`src/hw/lixe_pkg.sv`:
```
`default_nettype none
package lixe_pkg;
	// ----------------------------------------------------------------
	// opcodes
	// ----------------------------------------------------------------
	localparam logic [3:0] LIXE_NIB_IMM = 4'hc;
	localparam logic [3:0] LIXE_NIB_R2W = 4'h8;
	localparam logic [3:0] LIXE_NIB_W2R = 4'h9;
	localparam logic [7:0] LIXE_OP_LDIR = 8'hc7;
	localparam logic [7:0] LIXE_OP_STIR = 8'hd7;
	localparam logic [7:0] LIXE_OP_RR = 8'he4;
	localparam logic [7:0] LIXE_OP_RIR = 8'he5;
	localparam logic [7:0] LIXE_OP_RIM = 8'he6;
	localparam logic [7:0] LIXE_OP_IRIM = 8'hd6;
	localparam logic [7:0] LIXE_OP_IRR = 8'hf5;
	localparam logic [7:0] LIXE_OP_LDX = 8'h87;
	localparam logic [7:0] LIXE_OP_STX = 8'h97;
	localparam logic [7:0] LIXE_OP_BIT = 8'h47;
	localparam logic [7:0] LIXE_OP_MLD = 8'hc3;
	localparam logic [7:0] LIXE_OP_MST = 8'hd3;
	localparam logic [7:0] LIXE_OP_MLDS = 8'he7;
	localparam logic [7:0] LIXE_OP_MSTS = 8'hf7;
	localparam logic [7:0] LIXE_OP_MLDL = 8'ha7;
	localparam logic [7:0] LIXE_OP_MSTL = 8'hb7;
	localparam logic [7:0] LIXE_OP_MLDD = 8'he2;
	localparam logic [7:0] LIXE_OP_MLDI = 8'he3;
	localparam logic [3:0] LIXE_DIR_PROG = 4'h0;
	localparam logic [3:0] LIXE_DIR_DATA = 4'h1;
	// ----------------------------------------------------------------
	// cycle counts
	// ----------------------------------------------------------------
	localparam logic [3:0] LIXE_CYC_SHORT = 4'h4;
	localparam logic [3:0] LIXE_CYC_LONG = 4'h6;
	localparam logic [3:0] LIXE_CYC_MEM = 4'ha;
	localparam logic [3:0] LIXE_CYC_MEMS = 4'hc;
	localparam logic [3:0] LIXE_CYC_MEML = 4'he;
	// ----------------------------------------------------------------
	// operation classes
	// ----------------------------------------------------------------
	typedef enum logic [2:0] {
		LIXE_K_NONE = 3'b000,
		LIXE_K_BYTE = 3'b001,
		LIXE_K_BIT = 3'b010,
		LIXE_K_MLOAD = 3'b011,
		LIXE_K_MSTORE = 3'b100
	} lixe_kind_t;
	typedef enum logic [1:0] {
		LIXE_S_IDLE = 2'b00,
		LIXE_S_EXEC = 2'b01,
		LIXE_S_DONE = 2'b10
	} lixe_state_t;
endpackage
`default_nettype wire

```
`src/hw/lixe_decode.sv`:
```
`timescale 1ns/100ps
`default_nettype none
module lixe_decode (
	input wire logic [7:0] opc_i,
	output logic legal_o,
	output logic [3:0] cycles_o,
	output lixe_pkg::lixe_kind_t kind_o,
	output logic [1:0] offset_bytes_o,
	output logic step_o,
	output logic step_down_o
);
	// ----------------------------------------------------------------
	// opcode classification
	// ----------------------------------------------------------------
	always_comb begin
		legal_o = 1'b1;
		cycles_o = lixe_pkg::LIXE_CYC_LONG;
		kind_o = lixe_pkg::LIXE_K_BYTE;
		offset_bytes_o = 2'h0;
		step_o = 1'b0;
		step_down_o = 1'b0;
		case (opc_i)
		lixe_pkg::LIXE_OP_LDIR, lixe_pkg::LIXE_OP_STIR: begin
			cycles_o = lixe_pkg::LIXE_CYC_SHORT;
		end
		lixe_pkg::LIXE_OP_RR, lixe_pkg::LIXE_OP_RIR, lixe_pkg::LIXE_OP_RIM,
		lixe_pkg::LIXE_OP_IRIM, lixe_pkg::LIXE_OP_IRR,
		lixe_pkg::LIXE_OP_LDX, lixe_pkg::LIXE_OP_STX: begin
			cycles_o = lixe_pkg::LIXE_CYC_LONG;
		end
		lixe_pkg::LIXE_OP_BIT: begin
			kind_o = lixe_pkg::LIXE_K_BIT;
		end
		lixe_pkg::LIXE_OP_MLD, lixe_pkg::LIXE_OP_MST: begin
			cycles_o = lixe_pkg::LIXE_CYC_MEM;
			kind_o = opc_i[4] ? lixe_pkg::LIXE_K_MSTORE :
				lixe_pkg::LIXE_K_MLOAD;
		end
		lixe_pkg::LIXE_OP_MLDS, lixe_pkg::LIXE_OP_MSTS: begin
			cycles_o = lixe_pkg::LIXE_CYC_MEMS;
			kind_o = opc_i[4] ? lixe_pkg::LIXE_K_MSTORE :
				lixe_pkg::LIXE_K_MLOAD;
			offset_bytes_o = 2'h1;
		end
		lixe_pkg::LIXE_OP_MLDL, lixe_pkg::LIXE_OP_MSTL: begin
			cycles_o = lixe_pkg::LIXE_CYC_MEML;
			kind_o = opc_i[4] ? lixe_pkg::LIXE_K_MSTORE :
				lixe_pkg::LIXE_K_MLOAD;
			offset_bytes_o = 2'h2;
		end
		lixe_pkg::LIXE_OP_MLDD, lixe_pkg::LIXE_OP_MLDI: begin
			cycles_o = lixe_pkg::LIXE_CYC_MEM;
			kind_o = lixe_pkg::LIXE_K_MLOAD;
			step_o = 1'b1;
			step_down_o = ~opc_i[0];
		end
		default: begin
			case (opc_i[3:0])
			lixe_pkg::LIXE_NIB_IMM, lixe_pkg::LIXE_NIB_R2W,
			lixe_pkg::LIXE_NIB_W2R: begin
				cycles_o = lixe_pkg::LIXE_CYC_SHORT;
			end
			default: begin
				legal_o = 1'b0;
				kind_o = lixe_pkg::LIXE_K_NONE;
			end
			endcase
		end
		endcase
	end
endmodule
`default_nettype wire

```
`src/hw/lixe_core.sv`:
```
`timescale 1ns/100ps
`default_nettype none
module lixe_core #(
	parameter bit MASKED_ROM = 1'b1
) (
	input wire logic clk_sys_i,
	input wire logic rstn_i,
	input wire logic start_i,
	input wire logic [7:0] opc_i,
	input wire logic [7:0] byte2_i,
	input wire logic [7:0] byte3_i,
	input wire logic [7:0] byte4_i,
	input wire logic [7:0] src_val_i,
	input wire logic [7:0] dst_val_i,
	input wire logic [15:0] pair_val_i,
	input wire logic [7:0] mem_rdata_i,
	output logic busy_o,
	output logic done_o,
	output logic illegal_o,
	output logic [3:0] cycles_o,
	output logic wr_en_o,
	output logic [7:0] wr_data_o,
	output logic pair_wr_o,
	output logic [15:0] pair_data_o,
	output logic mem_en_o,
	output logic mem_we_o,
	output logic mem_data_space_o,
	output logic [15:0] mem_addr_o,
	output logic [7:0] mem_wdata_o
);
	// ----------------------------------------------------------------
	// decode
	// ----------------------------------------------------------------
	logic dec_legal;
	logic [3:0] dec_cycles;
	lixe_pkg::lixe_kind_t dec_kind;
	logic [1:0] dec_off;
	logic dec_step;
	logic dec_down;
	lixe_decode u_dec (
		.opc_i(opc_i),
		.legal_o(dec_legal),
		.cycles_o(dec_cycles),
		.kind_o(dec_kind),
		.offset_bytes_o(dec_off),
		.step_o(dec_step),
		.step_down_o(dec_down)
	);
	// ----------------------------------------------------------------
	// operands
	// ----------------------------------------------------------------
	logic [3:0] pair_field;
	logic direct;
	logic [15:0] offset;
	logic [15:0] eff_addr;
	logic data_space;
	logic blocked;
	logic [7:0] bit_result;
	logic [2:0] bit_idx;
	always_comb begin
		pair_field = byte2_i[3:0];
		direct = (dec_off == 2'h2) && (pair_field == lixe_pkg::LIXE_DIR_PROG
			|| pair_field == lixe_pkg::LIXE_DIR_DATA);
		case (dec_off)
		2'h1: offset = {{8{byte3_i[7]}}, byte3_i};
		2'h2: offset = {byte4_i, byte3_i};
		default: offset = 16'h0000;
		endcase
		if (direct) begin
			eff_addr = {byte4_i, byte3_i};
		end else begin
			eff_addr = pair_val_i + offset;
		end
		data_space = pair_field[0];
		blocked = MASKED_ROM && (dec_kind == lixe_pkg::LIXE_K_MSTORE)
			&& !data_space;
		bit_idx = byte2_i[3:1];
		if (byte2_i[0]) begin
			bit_result = dst_val_i;
			bit_result[bit_idx] = src_val_i[0];
		end else begin
			bit_result = {dst_val_i[7:1], src_val_i[bit_idx]};
		end
	end
	// ----------------------------------------------------------------
	// sequencer
	// ----------------------------------------------------------------
	lixe_pkg::lixe_state_t state_q;
	logic [3:0] cnt_q;
	lixe_pkg::lixe_kind_t kind_q;
	logic step_q;
	logic down_q;
	logic [15:0] addr_q;
	always_ff @(posedge clk_sys_i) begin
		if (!rstn_i) begin
			state_q <= lixe_pkg::LIXE_S_IDLE;
			cnt_q <= 4'h0;
			kind_q <= lixe_pkg::LIXE_K_NONE;
			step_q <= 1'b0;
			down_q <= 1'b0;
			addr_q <= 16'h0000;
		end else begin
			case (state_q)
			lixe_pkg::LIXE_S_IDLE: begin
				if (start_i && dec_legal && !blocked) begin
					state_q <= lixe_pkg::LIXE_S_EXEC;
					cnt_q <= dec_cycles - 4'h1;
					kind_q <= dec_kind;
					step_q <= dec_step;
					down_q <= dec_down;
					addr_q <= pair_val_i;
				end
			end
			lixe_pkg::LIXE_S_EXEC: begin
				cnt_q <= cnt_q - 4'h1;
				if (cnt_q == 4'h2) begin
					state_q <= lixe_pkg::LIXE_S_DONE;
				end
			end
			lixe_pkg::LIXE_S_DONE: begin
				state_q <= lixe_pkg::LIXE_S_IDLE;
				cnt_q <= 4'h0;
			end
			default: begin
				state_q <= lixe_pkg::LIXE_S_IDLE;
			end
			endcase
		end
	end
	// ----------------------------------------------------------------
	// results and bus outputs
	// ----------------------------------------------------------------
	logic go;
	assign go = (state_q == lixe_pkg::LIXE_S_IDLE) && start_i;
	logic accept;
	assign accept = go && dec_legal && !blocked;
	always_ff @(posedge clk_sys_i) begin
		if (!rstn_i) begin
			busy_o <= 1'b0;
			illegal_o <= 1'b0;
			cycles_o <= 4'h0;
			wr_en_o <= 1'b0;
			wr_data_o <= 8'h00;
			mem_en_o <= 1'b0;
			mem_we_o <= 1'b0;
			mem_data_space_o <= 1'b0;
			mem_addr_o <= 16'h0000;
			mem_wdata_o <= 8'h00;
		end else begin
			illegal_o <= go && (!dec_legal || blocked);
			mem_en_o <= 1'b0;
			mem_we_o <= 1'b0;
			wr_en_o <= 1'b0;
			if (accept) begin
				busy_o <= 1'b1;
				cycles_o <= dec_cycles;
				case (dec_kind)
				lixe_pkg::LIXE_K_BYTE: begin
					wr_en_o <= 1'b1;
					wr_data_o <= src_val_i;
				end
				lixe_pkg::LIXE_K_BIT: begin
					wr_en_o <= 1'b1;
					wr_data_o <= bit_result;
				end
				lixe_pkg::LIXE_K_MLOAD, lixe_pkg::LIXE_K_MSTORE: begin
					mem_en_o <= 1'b1;
					mem_we_o <= (dec_kind == lixe_pkg::LIXE_K_MSTORE);
					mem_data_space_o <= data_space;
					mem_addr_o <= eff_addr;
					mem_wdata_o <= src_val_i;
				end
				default: begin
					wr_en_o <= 1'b0;
				end
				endcase
			end else if (state_q == lixe_pkg::LIXE_S_DONE) begin
				busy_o <= 1'b0;
				if (kind_q == lixe_pkg::LIXE_K_MLOAD) begin
					wr_en_o <= 1'b1;
					wr_data_o <= mem_rdata_i;
				end
			end
		end
	end
	// ----------------------------------------------------------------
	// completion and pair step
	// ----------------------------------------------------------------
	always_ff @(posedge clk_sys_i) begin
		if (!rstn_i) begin
			done_o <= 1'b0;
			pair_wr_o <= 1'b0;
			pair_data_o <= 16'h0000;
		end else begin
			done_o <= (state_q == lixe_pkg::LIXE_S_DONE);
			pair_wr_o <= (state_q == lixe_pkg::LIXE_S_DONE) && step_q;
			if (state_q == lixe_pkg::LIXE_S_DONE && step_q) begin
				pair_data_o <= down_q ? addr_q - 16'h0001
					: addr_q + 16'h0001;
			end
		end
	end
endmodule
`default_nettype wire

```
`config.mk`:
```
export PLATFORM = sky130hd
export DESIGN_NAME = lixe_core
export DESIGN_NICKNAME = d
export VERILOG_FILES = /design/src/hw/lixe_pkg.sv /design/src/hw/lixe_decode.sv /design/src/hw/lixe_core.sv
export SDC_FILE = /design/constraint.sdc
export NUM_CORES = 1
export LEC_CHECK = 0
export BUFFER_PORTS_ARGS = -buffer_cell sky130_fd_sc_hd__buf_2
export CAP_MARGIN = 10
export CORE_MARGIN = 4
export CORE_UTILIZATION = 40
export DETAILED_ROUTE_END_ITERATION = 7
export MAX_ROUTING_LAYER = met4
export PLACE_DENSITY = 0.59
export SYNTH_ARGS = -nofsm -noshare
export SYNTH_HDL_FRONTEND = slang
export SYNTH_SLANG_ARGS = --single-unit
```
`constraint.sdc`:
```
create_clock -name clk_sys_i -period 4.3 [get_ports clk_sys_i]
set_clock_uncertainty 0.05 [all_clocks]
set_input_delay 0.215 -clock clk_sys_i [delete_from_list [all_inputs] [get_ports clk_sys_i]]
set_output_delay 0.215 -clock clk_sys_i [all_outputs]
set_load 0.005 [all_outputs]
```
==> impl_metrics.csv, run 1 <==
group,metric,value,unit
detailed_routing,drtPass1Iterations,5,
yosys,yosysTopAreaCellShare,0.299,
worst_setup_path,max_stage_delay,390,ps
min_path,worstHoldStart,"byte3_i[5]",
detailed_routing,drtAntennaViolNets,0,
detailed_routing,vias,5726,
sta,clock.fmax,280,MHz
pwr,power_leakage,2.88,nW
yosys,synth_enable_flop_cells,0,
clocking,postCtsSetupBuffers,0,
pwr,pwr-share-seq,0.467,
worst_setup_path,ff2ff_path_depth,8,
sta,rsz0062_at_grt,"false",
cells_and_area,multi_input_area,0.00375,mm^2
cells_and_area,nets,955,
cells_and_area,drive_gt1_frac,0.208,
worst_setup_path,worst-path-stages,17,
worst_setup_path,crit_family,"simple AND/OR/NAND/NOR gates",
yosys,synth.distinct_cells,78,
worst_setup_path,startpoint,"opc_i[0]",
pwr,power_frac_clock,0.404,
worst_setup_path,cp_cell_sequence,"buf_2 -> nand4b_1 -> nor2_1 -> inv_1 -> ha_1 -> o21a_1 -> and2_1 -> ha_1 -> inv_1 -> fa_1 -> nor2b_1 -> o31a_1 -> o211ai_1 -> a21boi_0 -> or3_1 -> nand3_1 -> a31oi_1",
sta,relSlewSlack,0.432,
yosys,seq_area_frac_synth,0.299,
pwr,switching_share,0.263,
sta,post-route-period-util,0.830,
cells_and_area,regArea,0.00172,mm^2
worst_setup_path,start_kind,"input port",
yosys,synthesis.area,0.00575,mm^2
clocking,cts_max_level,3,
global_routing,grt_max_degree,44,
sta,slew_violations,0,
pwr,comb_power_share,0.129,
worst_setup_path,path_class,"in2reg",
floorplanning,io_pins,135,
clocking,post_cts_resized,0,
min_path,whs_path_depth,3,
detailed_routing,routed_wl,16400,um
worst_setup_path,critPathBufInv,3,
detailed_routing,route.detailed.drc,0,
clocking,cts_tree,"done",
worst_setup_path,r2r_slack,1500,ps
pwr,p_int,1.31,mW
detailed_routing,viasPerCell,5.56,
sta,period_minus_slack,3570,ps
global_routing,grt.overflow.total,0,
global_routing,track_usage,0.205,
yosys,avgSynthCellArea,7.75,um^2
clocking,clk_pin_slew,60,ps
worst_setup_path,path_max_fanout,11,
yosys,netlist.top_cell.by_area,"dfxtp_1",
sta,tns,0,ps
detailed_routing,routedWlPerCell,15.9,um
sta,hold_viol,0,
pwr,power_switching,465,uW
floorplanning,die_w,128,um
yosys,yosysWarningCount,0,
clocking,cts_root_buffer,"clkbuf_16",
floorplanning,coreArea,0.0140,mm^2
floorplanning,die_h,128,um
sta,setup_viol,0,
cells_and_area,area_delta_synth_final,17.7,%
worst_setup_path,cp_data_required_time,4520,ps
worst_setup_path,endpoint_kind,"flip-flop",
outcome,outcome,"finished, final reports clean",
clocking,hold_buffers,0,
global_routing,grt_pass1_wl,27100,um
pwr,p_total,1.77,mW
pwr,ir_drop,0.205,mV
floorplanning,start_util,0.411,
placed_design,dp_hpwl,12600,um
yosys,syn_inst,742,
placed_design,placed_cells,1014,
floorplanning,design.die.area,0.0164,mm^2
yosys,yosys-top-cells-area,"dfxtp_1, nand2_1, ha_1",
worst_setup_path,slowest_stage,"fa_1",
placed_design,routabilityCongestion,0.896,
yosys,async_flop_share,0,
yosys,synth-seq-cells,86,
worst_setup_path,rr_startpoint,"down_q",
clocking,insertion_delay,340,ps
floorplanning,rows,43,
job,maxCapViolations,0,
sta,worst_pin_slew,853,ps
global_routing,antenna_found_initial,1,
placed_design,pre_cts_ws,422,ps
clocking,cts_buffer_depth,2,
cells_and_area,instances_no_fill,1029,
pwr,power.density,262,mW/mm^2
min_path,hp-class,"in2reg",
global_routing,grt_pass1_vias,5499,
worst_setup_path,worstPathArrival,3790,ps
cells_and_area,nFillCells,1431,
yosys,synthFlopType,"dfxtp_1",
clocking,cts.sinks,86,
clocking,cts-buffers-inserted,9,
sta,postLayoutSetupSlackWorst,731,ps
yosys,postSynthNetCount,852,
placed_design,portBuffers,129,
detailed_routing,drtIter0Drc,372,
layer usage:
metal  GRT usage  wire [um]  up-vias
met2       0.318       7420      141
met3      0.0346        818       26
met1       0.273       7770     2659
met4      0.0693        361        0
met5           -          0        -
li1            -          -     2900
worst min-delay path, stage by stage:
cell and delay (ps):
buf_2 100, nand2_1 50, a21oi_1 50
sequential cells by signal (all words and copies together), names as in the netlist, 2 cells and up:
register and cells:
addr_q 16, cnt_q 4, cycles_o 3, kind_q 3
mem_addr_o 16, mem_wdata_o 8, pair_data_o 16, state_q 2
wr_data_o 8
through the flow:
stage / utilization / hold WS (ps) / instance area, um^2
after floorplan: - / 299 / 5750
after global placement: 0.465 / 391 / 6500
after detailed placement: 0.465 / 392 / 6500
after CTS: 0.484 / 56.8 / 6770
after global routing: 0.484 / 73.4 / 6770
final: 0.484 / 71.4 / 6770
cell usage after synthesis (all sizes together) (6+ instances only):
cell type / instances
a211oi: 25
a21boi: 10
a21oi: 58
a221o: 8
a31oi: 11
and2: 14
buf: 12
clkbuf: 37
dfxtp: 86
ha: 33
inv: 19
mux2i: 12
nand2: 116
nand2b: 8
nand3: 26
nand4: 6
nor2: 58
nor2b: 8
nor3: 25
o211ai: 9
o21a: 10
o21ai: 33
o311a: 7
or3: 6
xnor2: 11
xor2: 6
cells by family (layout without fill, tap and decap cells):
group / Yosys count / in the layout / share of synthesized area
AOI/OAI and AO/OA: 210 / 210 / 0.251
xor gates and xnor gates: 17 / 17 / 0.0259
adders and majority gates: 35 / 35 / 0.0787
buffers and inverters: 68 / 174 / 0.0496
DFF: 86 / 86 / 0.299
muxes: 16 / 16 / 0.0307
other: 1 / 2 / 0.000652
and+or+nand+nor: 309 / 309 / 0.264
worst paths after layout:
| check | endpoint |
|---|---|
| max reg2reg | pair_data_o[12] |
| max | mem_addr_o[10] |
| min reg2reg | pair_data_o[6] |
| min | mem_addr_o[5] |
cells in the final DEF (no fill, tap or decap), types with 10 or more instances in the layout:
cell type    n
nor3_1      24
nand3_1     26
a211oi_1    25
buf_2      129
inv_1       18
a31oi_1     11
o21a_1      10
ha_1        33
xnor2_1     11
a21boi_0    10
o21ai_0     32
buf_4       12
dfxtp_1     86
and2_1      12
a21oi_1     57
nand2_1    116
nor2_1      58
mux2i_1     12
area by class of cell:
cell class	instances	area share
clock inverter	4	0.00370
tap	180	0.0333
clock buffer	10	0.0353
sequential	86	0.254
timing repair buffer	141	0.109
inverter	19	0.0105
multi-input combinational	588	0.554
antenna	1	0.000370
power by group through the flow:
stage	sequential (mW)	clock (mW)	combinational, mW
after floorplan	0.841	0	0.146
after global placement	0.844	0	0.222
after detailed placement	0.845	0	0.228
after CTS	0.827	0.733	0.229
after global routing	0.829	0.763	0.256
final	0.827	0.717	0.229
(Power assumes the default switching activity.)
==> run 2: changes to the inputs <==
Settings changed: ABC_AREA set to 1, PLACE_DENSITY 0.59 to 0.62.
Clock period 4.3 ns to 3 ns, I/O delays scaled along.
==> run 2 against run 1 <==
Effect of this change: sequential share of layout area down 1.1 points; hold slack worse by 44 ps; count of clock-buffer cells in the layout up 1; register-to-register slack worse by 910 ps; critical path type unchanged.
==> impl_metrics.csv, run 2 <==
group,metric,value,unit
outcome,outcome,"finished, final reports clean",
clocking,cts_tree,"done",
worst_setup_path,slowest_stage,"fa_1",
yosys,syn_inst,886,
worst_setup_path,path_max_fanout,5,
clocking,cts_max_level,3,
yosys,synth-seq-cells,86,
cells_and_area,reg_top3,"addr_q x16, mem_addr_o x16, pair_data_o x16",
sta,setup_viol,0,
global_routing,grt_pass1_wl,26300,um
detailed_routing,viasPerCell,4.91,
worst_setup_path,path_class,"in2reg",
yosys,synth_enable_flop_cells,0,
yosys,netlist.top_cell.by_area,"dfxtp_1",
worst_setup_path,cp_cell_sequence,"buf_2 -> inv_1 -> nor2_1 -> nand3_1 -> nor2_1 -> inv_1 -> ha_1 -> o21ai_4 -> nor2_1 -> ha_1 -> inv_1 -> fa_1 -> o21ai_1 -> nand2_1 -> nand2_1 -> nand3_1 -> nand2_1 -> a21oi_1 -> o21ai_0 -> o21ai_0 -> nor2_1 -> nor2_1",
pwr,ir_drop,0.291,mV
cells_and_area,layout_commonest_cell,"nand2_1",
cells_and_area,layout_common_cells,"nand2_1, buf_2, nor2_1",
pwr,power_leakage,3.79,nW
sta,period_minus_slack,2660,ps
yosys,yosysTopAreaCellShare,0.304,
global_routing,grt.overflow.total,0,
floorplanning,start_util,0.408,
clocking,cts.sinks,86,
global_routing,grt_max_degree,61,
yosys,synth_most_common_cell,"nand2_1",
detailed_routing,routed_wl,16300,um
clocking,cts-buffers-inserted,9,
detailed_routing,routedWlPerCell,13.2,um
sta,postLayoutSetupSlackWorst,336,ps
pwr,p_total,2.84,mW
yosys,synthFlopType,"dfxtp_1",
clocking,clk_pin_slew,70,ps
placed_design,pre_cts_ws,-202,ps
floorplanning,rows,43,
detailed_routing,drtIter0Drc,441,
sta,clock.fmax,375,MHz
sta,rsz0062_at_grt,"false",
cells_and_area,drive_gt1_frac,0.202,
detailed_routing,drtPass1Iterations,7,
worst_setup_path,endpoint_kind,"flip-flop",
yosys,synth.distinct_cells,41,
clocking,insertion_delay,350,ps
sta,relSlewSlack,0.579,
floorplanning,die_h,127,um
yosys,async_flop_share,0,
placed_design,routabilityCongestion,0.924,
clocking,cts_root_buffer,"clkbuf_16",
global_routing,track_usage,0.204,
yosys,yosysWarningCount,0,
min_path,hp-class,"in2reg",
cells_and_area,nets,1153,
global_routing,grt_pass1_vias,5541,
floorplanning,io_pins,135,
placed_design,dp_hpwl,12400,um
yosys,seq_area_frac_synth,0.304,
detailed_routing,vias,6037,
floorplanning,coreArea,0.0139,mm^2
cells_and_area,nFillCells,1454,
cells_and_area,post-route-util,0.510,
placed_design,portBuffers,129,
yosys,postSynthNetCount,996,
cells_and_area,multi_input_area,0.00343,mm^2
sta,worst_pin_slew,630,ps
yosys,netlist_top_cells_count,"nand2_1, nor2_1, inv_1",
floorplanning,design.die.area,0.0161,mm^2
sta,slew_violations,0,
yosys,synthesis.area,0.00567,mm^2
detailed_routing,route.detailed.drc,0,
sta,hold_viol,0,
worst_setup_path,start_kind,"input port",
pwr,power.density,401,mW/mm^2
global_routing,antenna_found_initial,1,
job,maxCapViolations,0,
clocking,cts_buffer_depth,2,
worst_setup_path,timing.critical_path.mode_cell,"nor2_1",
cells_and_area,regArea,0.00172,mm^2
yosys,avgSynthCellArea,6.40,um^2
detailed_routing,drtAntennaViolNets,0,
yosys,yosys-top-cells-area,"dfxtp_1, nand2_1, a21oi_1",
cells_and_area,area_delta_synth_final,25.0,%
worst_setup_path,worstPathArrival,2860,ps
floorplanning,die_w,127,um
sta,post-route-period-util,0.888,
worst_setup_path,cp_data_required_time,3190,ps
worst_setup_path,max_stage_delay,400,ps
[run 2: cell count changes in the layout (fill, tap and decap cells not counted), sizes merged, moves of 9 or more]
| cell | change |
|---|---|
| a211oi | -24 |
| a21oi | +31 |
| a31oi | -9 |
| and2 | -14 |
| buf | +34 |
| inv | +81 |
| mux2i | -12 |
| nand2 | +113 |
| nand3 | +18 |
| nor2 | +58 |
| nor3 | -18 |
| o21ai | +51 |
[run 2: worst max-delay path: cells and delay by family]
| family | cells | cell delay (ps) |
|---|---|---|
| buffers and inverters | 4 | 250 |
| adder cells (fa/ha/maj) | 3 | 900 |
| AND/OR/NAND/NOR | 10 | 1010 |
| AO/OA/AOI/OAI | 5 | 540 |
[run 2: worst paths after layout]
path / cells after the start / start / slack (ps) / endpoint
max reg2reg: 11 / down_q / 590 / pair_data_o[10]
min reg2reg: 1 / addr_q[0] / 410 / pair_data_o[0]
max: 22 / opc_i[2] / 340 / mem_addr_o[8]
min: 3 / pair_val_i[2] / 30 / addr_q[2]
[run 2: final cells by class]
type	count	area share
multi-input combinational	672	0.485
sequential	86	0.243
timing repair buffer	175	0.140
inverter	99	0.0524
clock buffer	11	0.0328
tap	180	0.0318
clock inverter	5	0.0150
antenna	1	0.000353
[run 2: kinds of logic after synthesis]
family / Yosys count / synth area share
simple gates: 413 / 0.302
compound gates: 210 / 0.202
buf+inv: 128 / 0.0923
flops: 86 / 0.304
fa+ha+maj: 35 / 0.0799
xor+xnor: 13 / 0.0201
other cells: 1 / 0.000662
[run 2: report_power, final]
group | switching (mW) | internal [mW]
clock | 0.486 | 0.818
sequential | 0.0147 | 1.17
combinational | 0.216 | 0.140
total | 0.717 | 2.13
[run 2: repair_timing]
action / CTS / global route
hold endpoints to repair: 0 / 0
resized for setup: 0 / 3
setup endpoints to repair: 0 / 8
buffers inserted: 0 / 0
hold buffers: 0 / 0
[run 2: metal layers]
layer / GRT usage / vias up / wire, um
met5: - / - / 0
met1: 0.277 / 2676 / 8050
met3: 0.0376 / 17 / 765
met2: 0.312 / 135 / 7120
li1: - / 3209 / -
met4: 0.0625 / 0 / 330
[run 2: metrics by stage]
step | hold WS, ps | instances | setup TNS (ps) | area [um^2]
2_1_floorplan | 235 | 886 | 0 | 5670
3_3_place_gp | 380 | 1212 | -711 | 6730
3_5_place_dp | 390 | 1212 | -1080 | 6730
4_1_cts | 15.3 | 1228 | 0 | 7070
5_1_grt | 30.8 | 1229 | 0 | 7090
6_report | 27.7 | 1229 | 0 | 7090
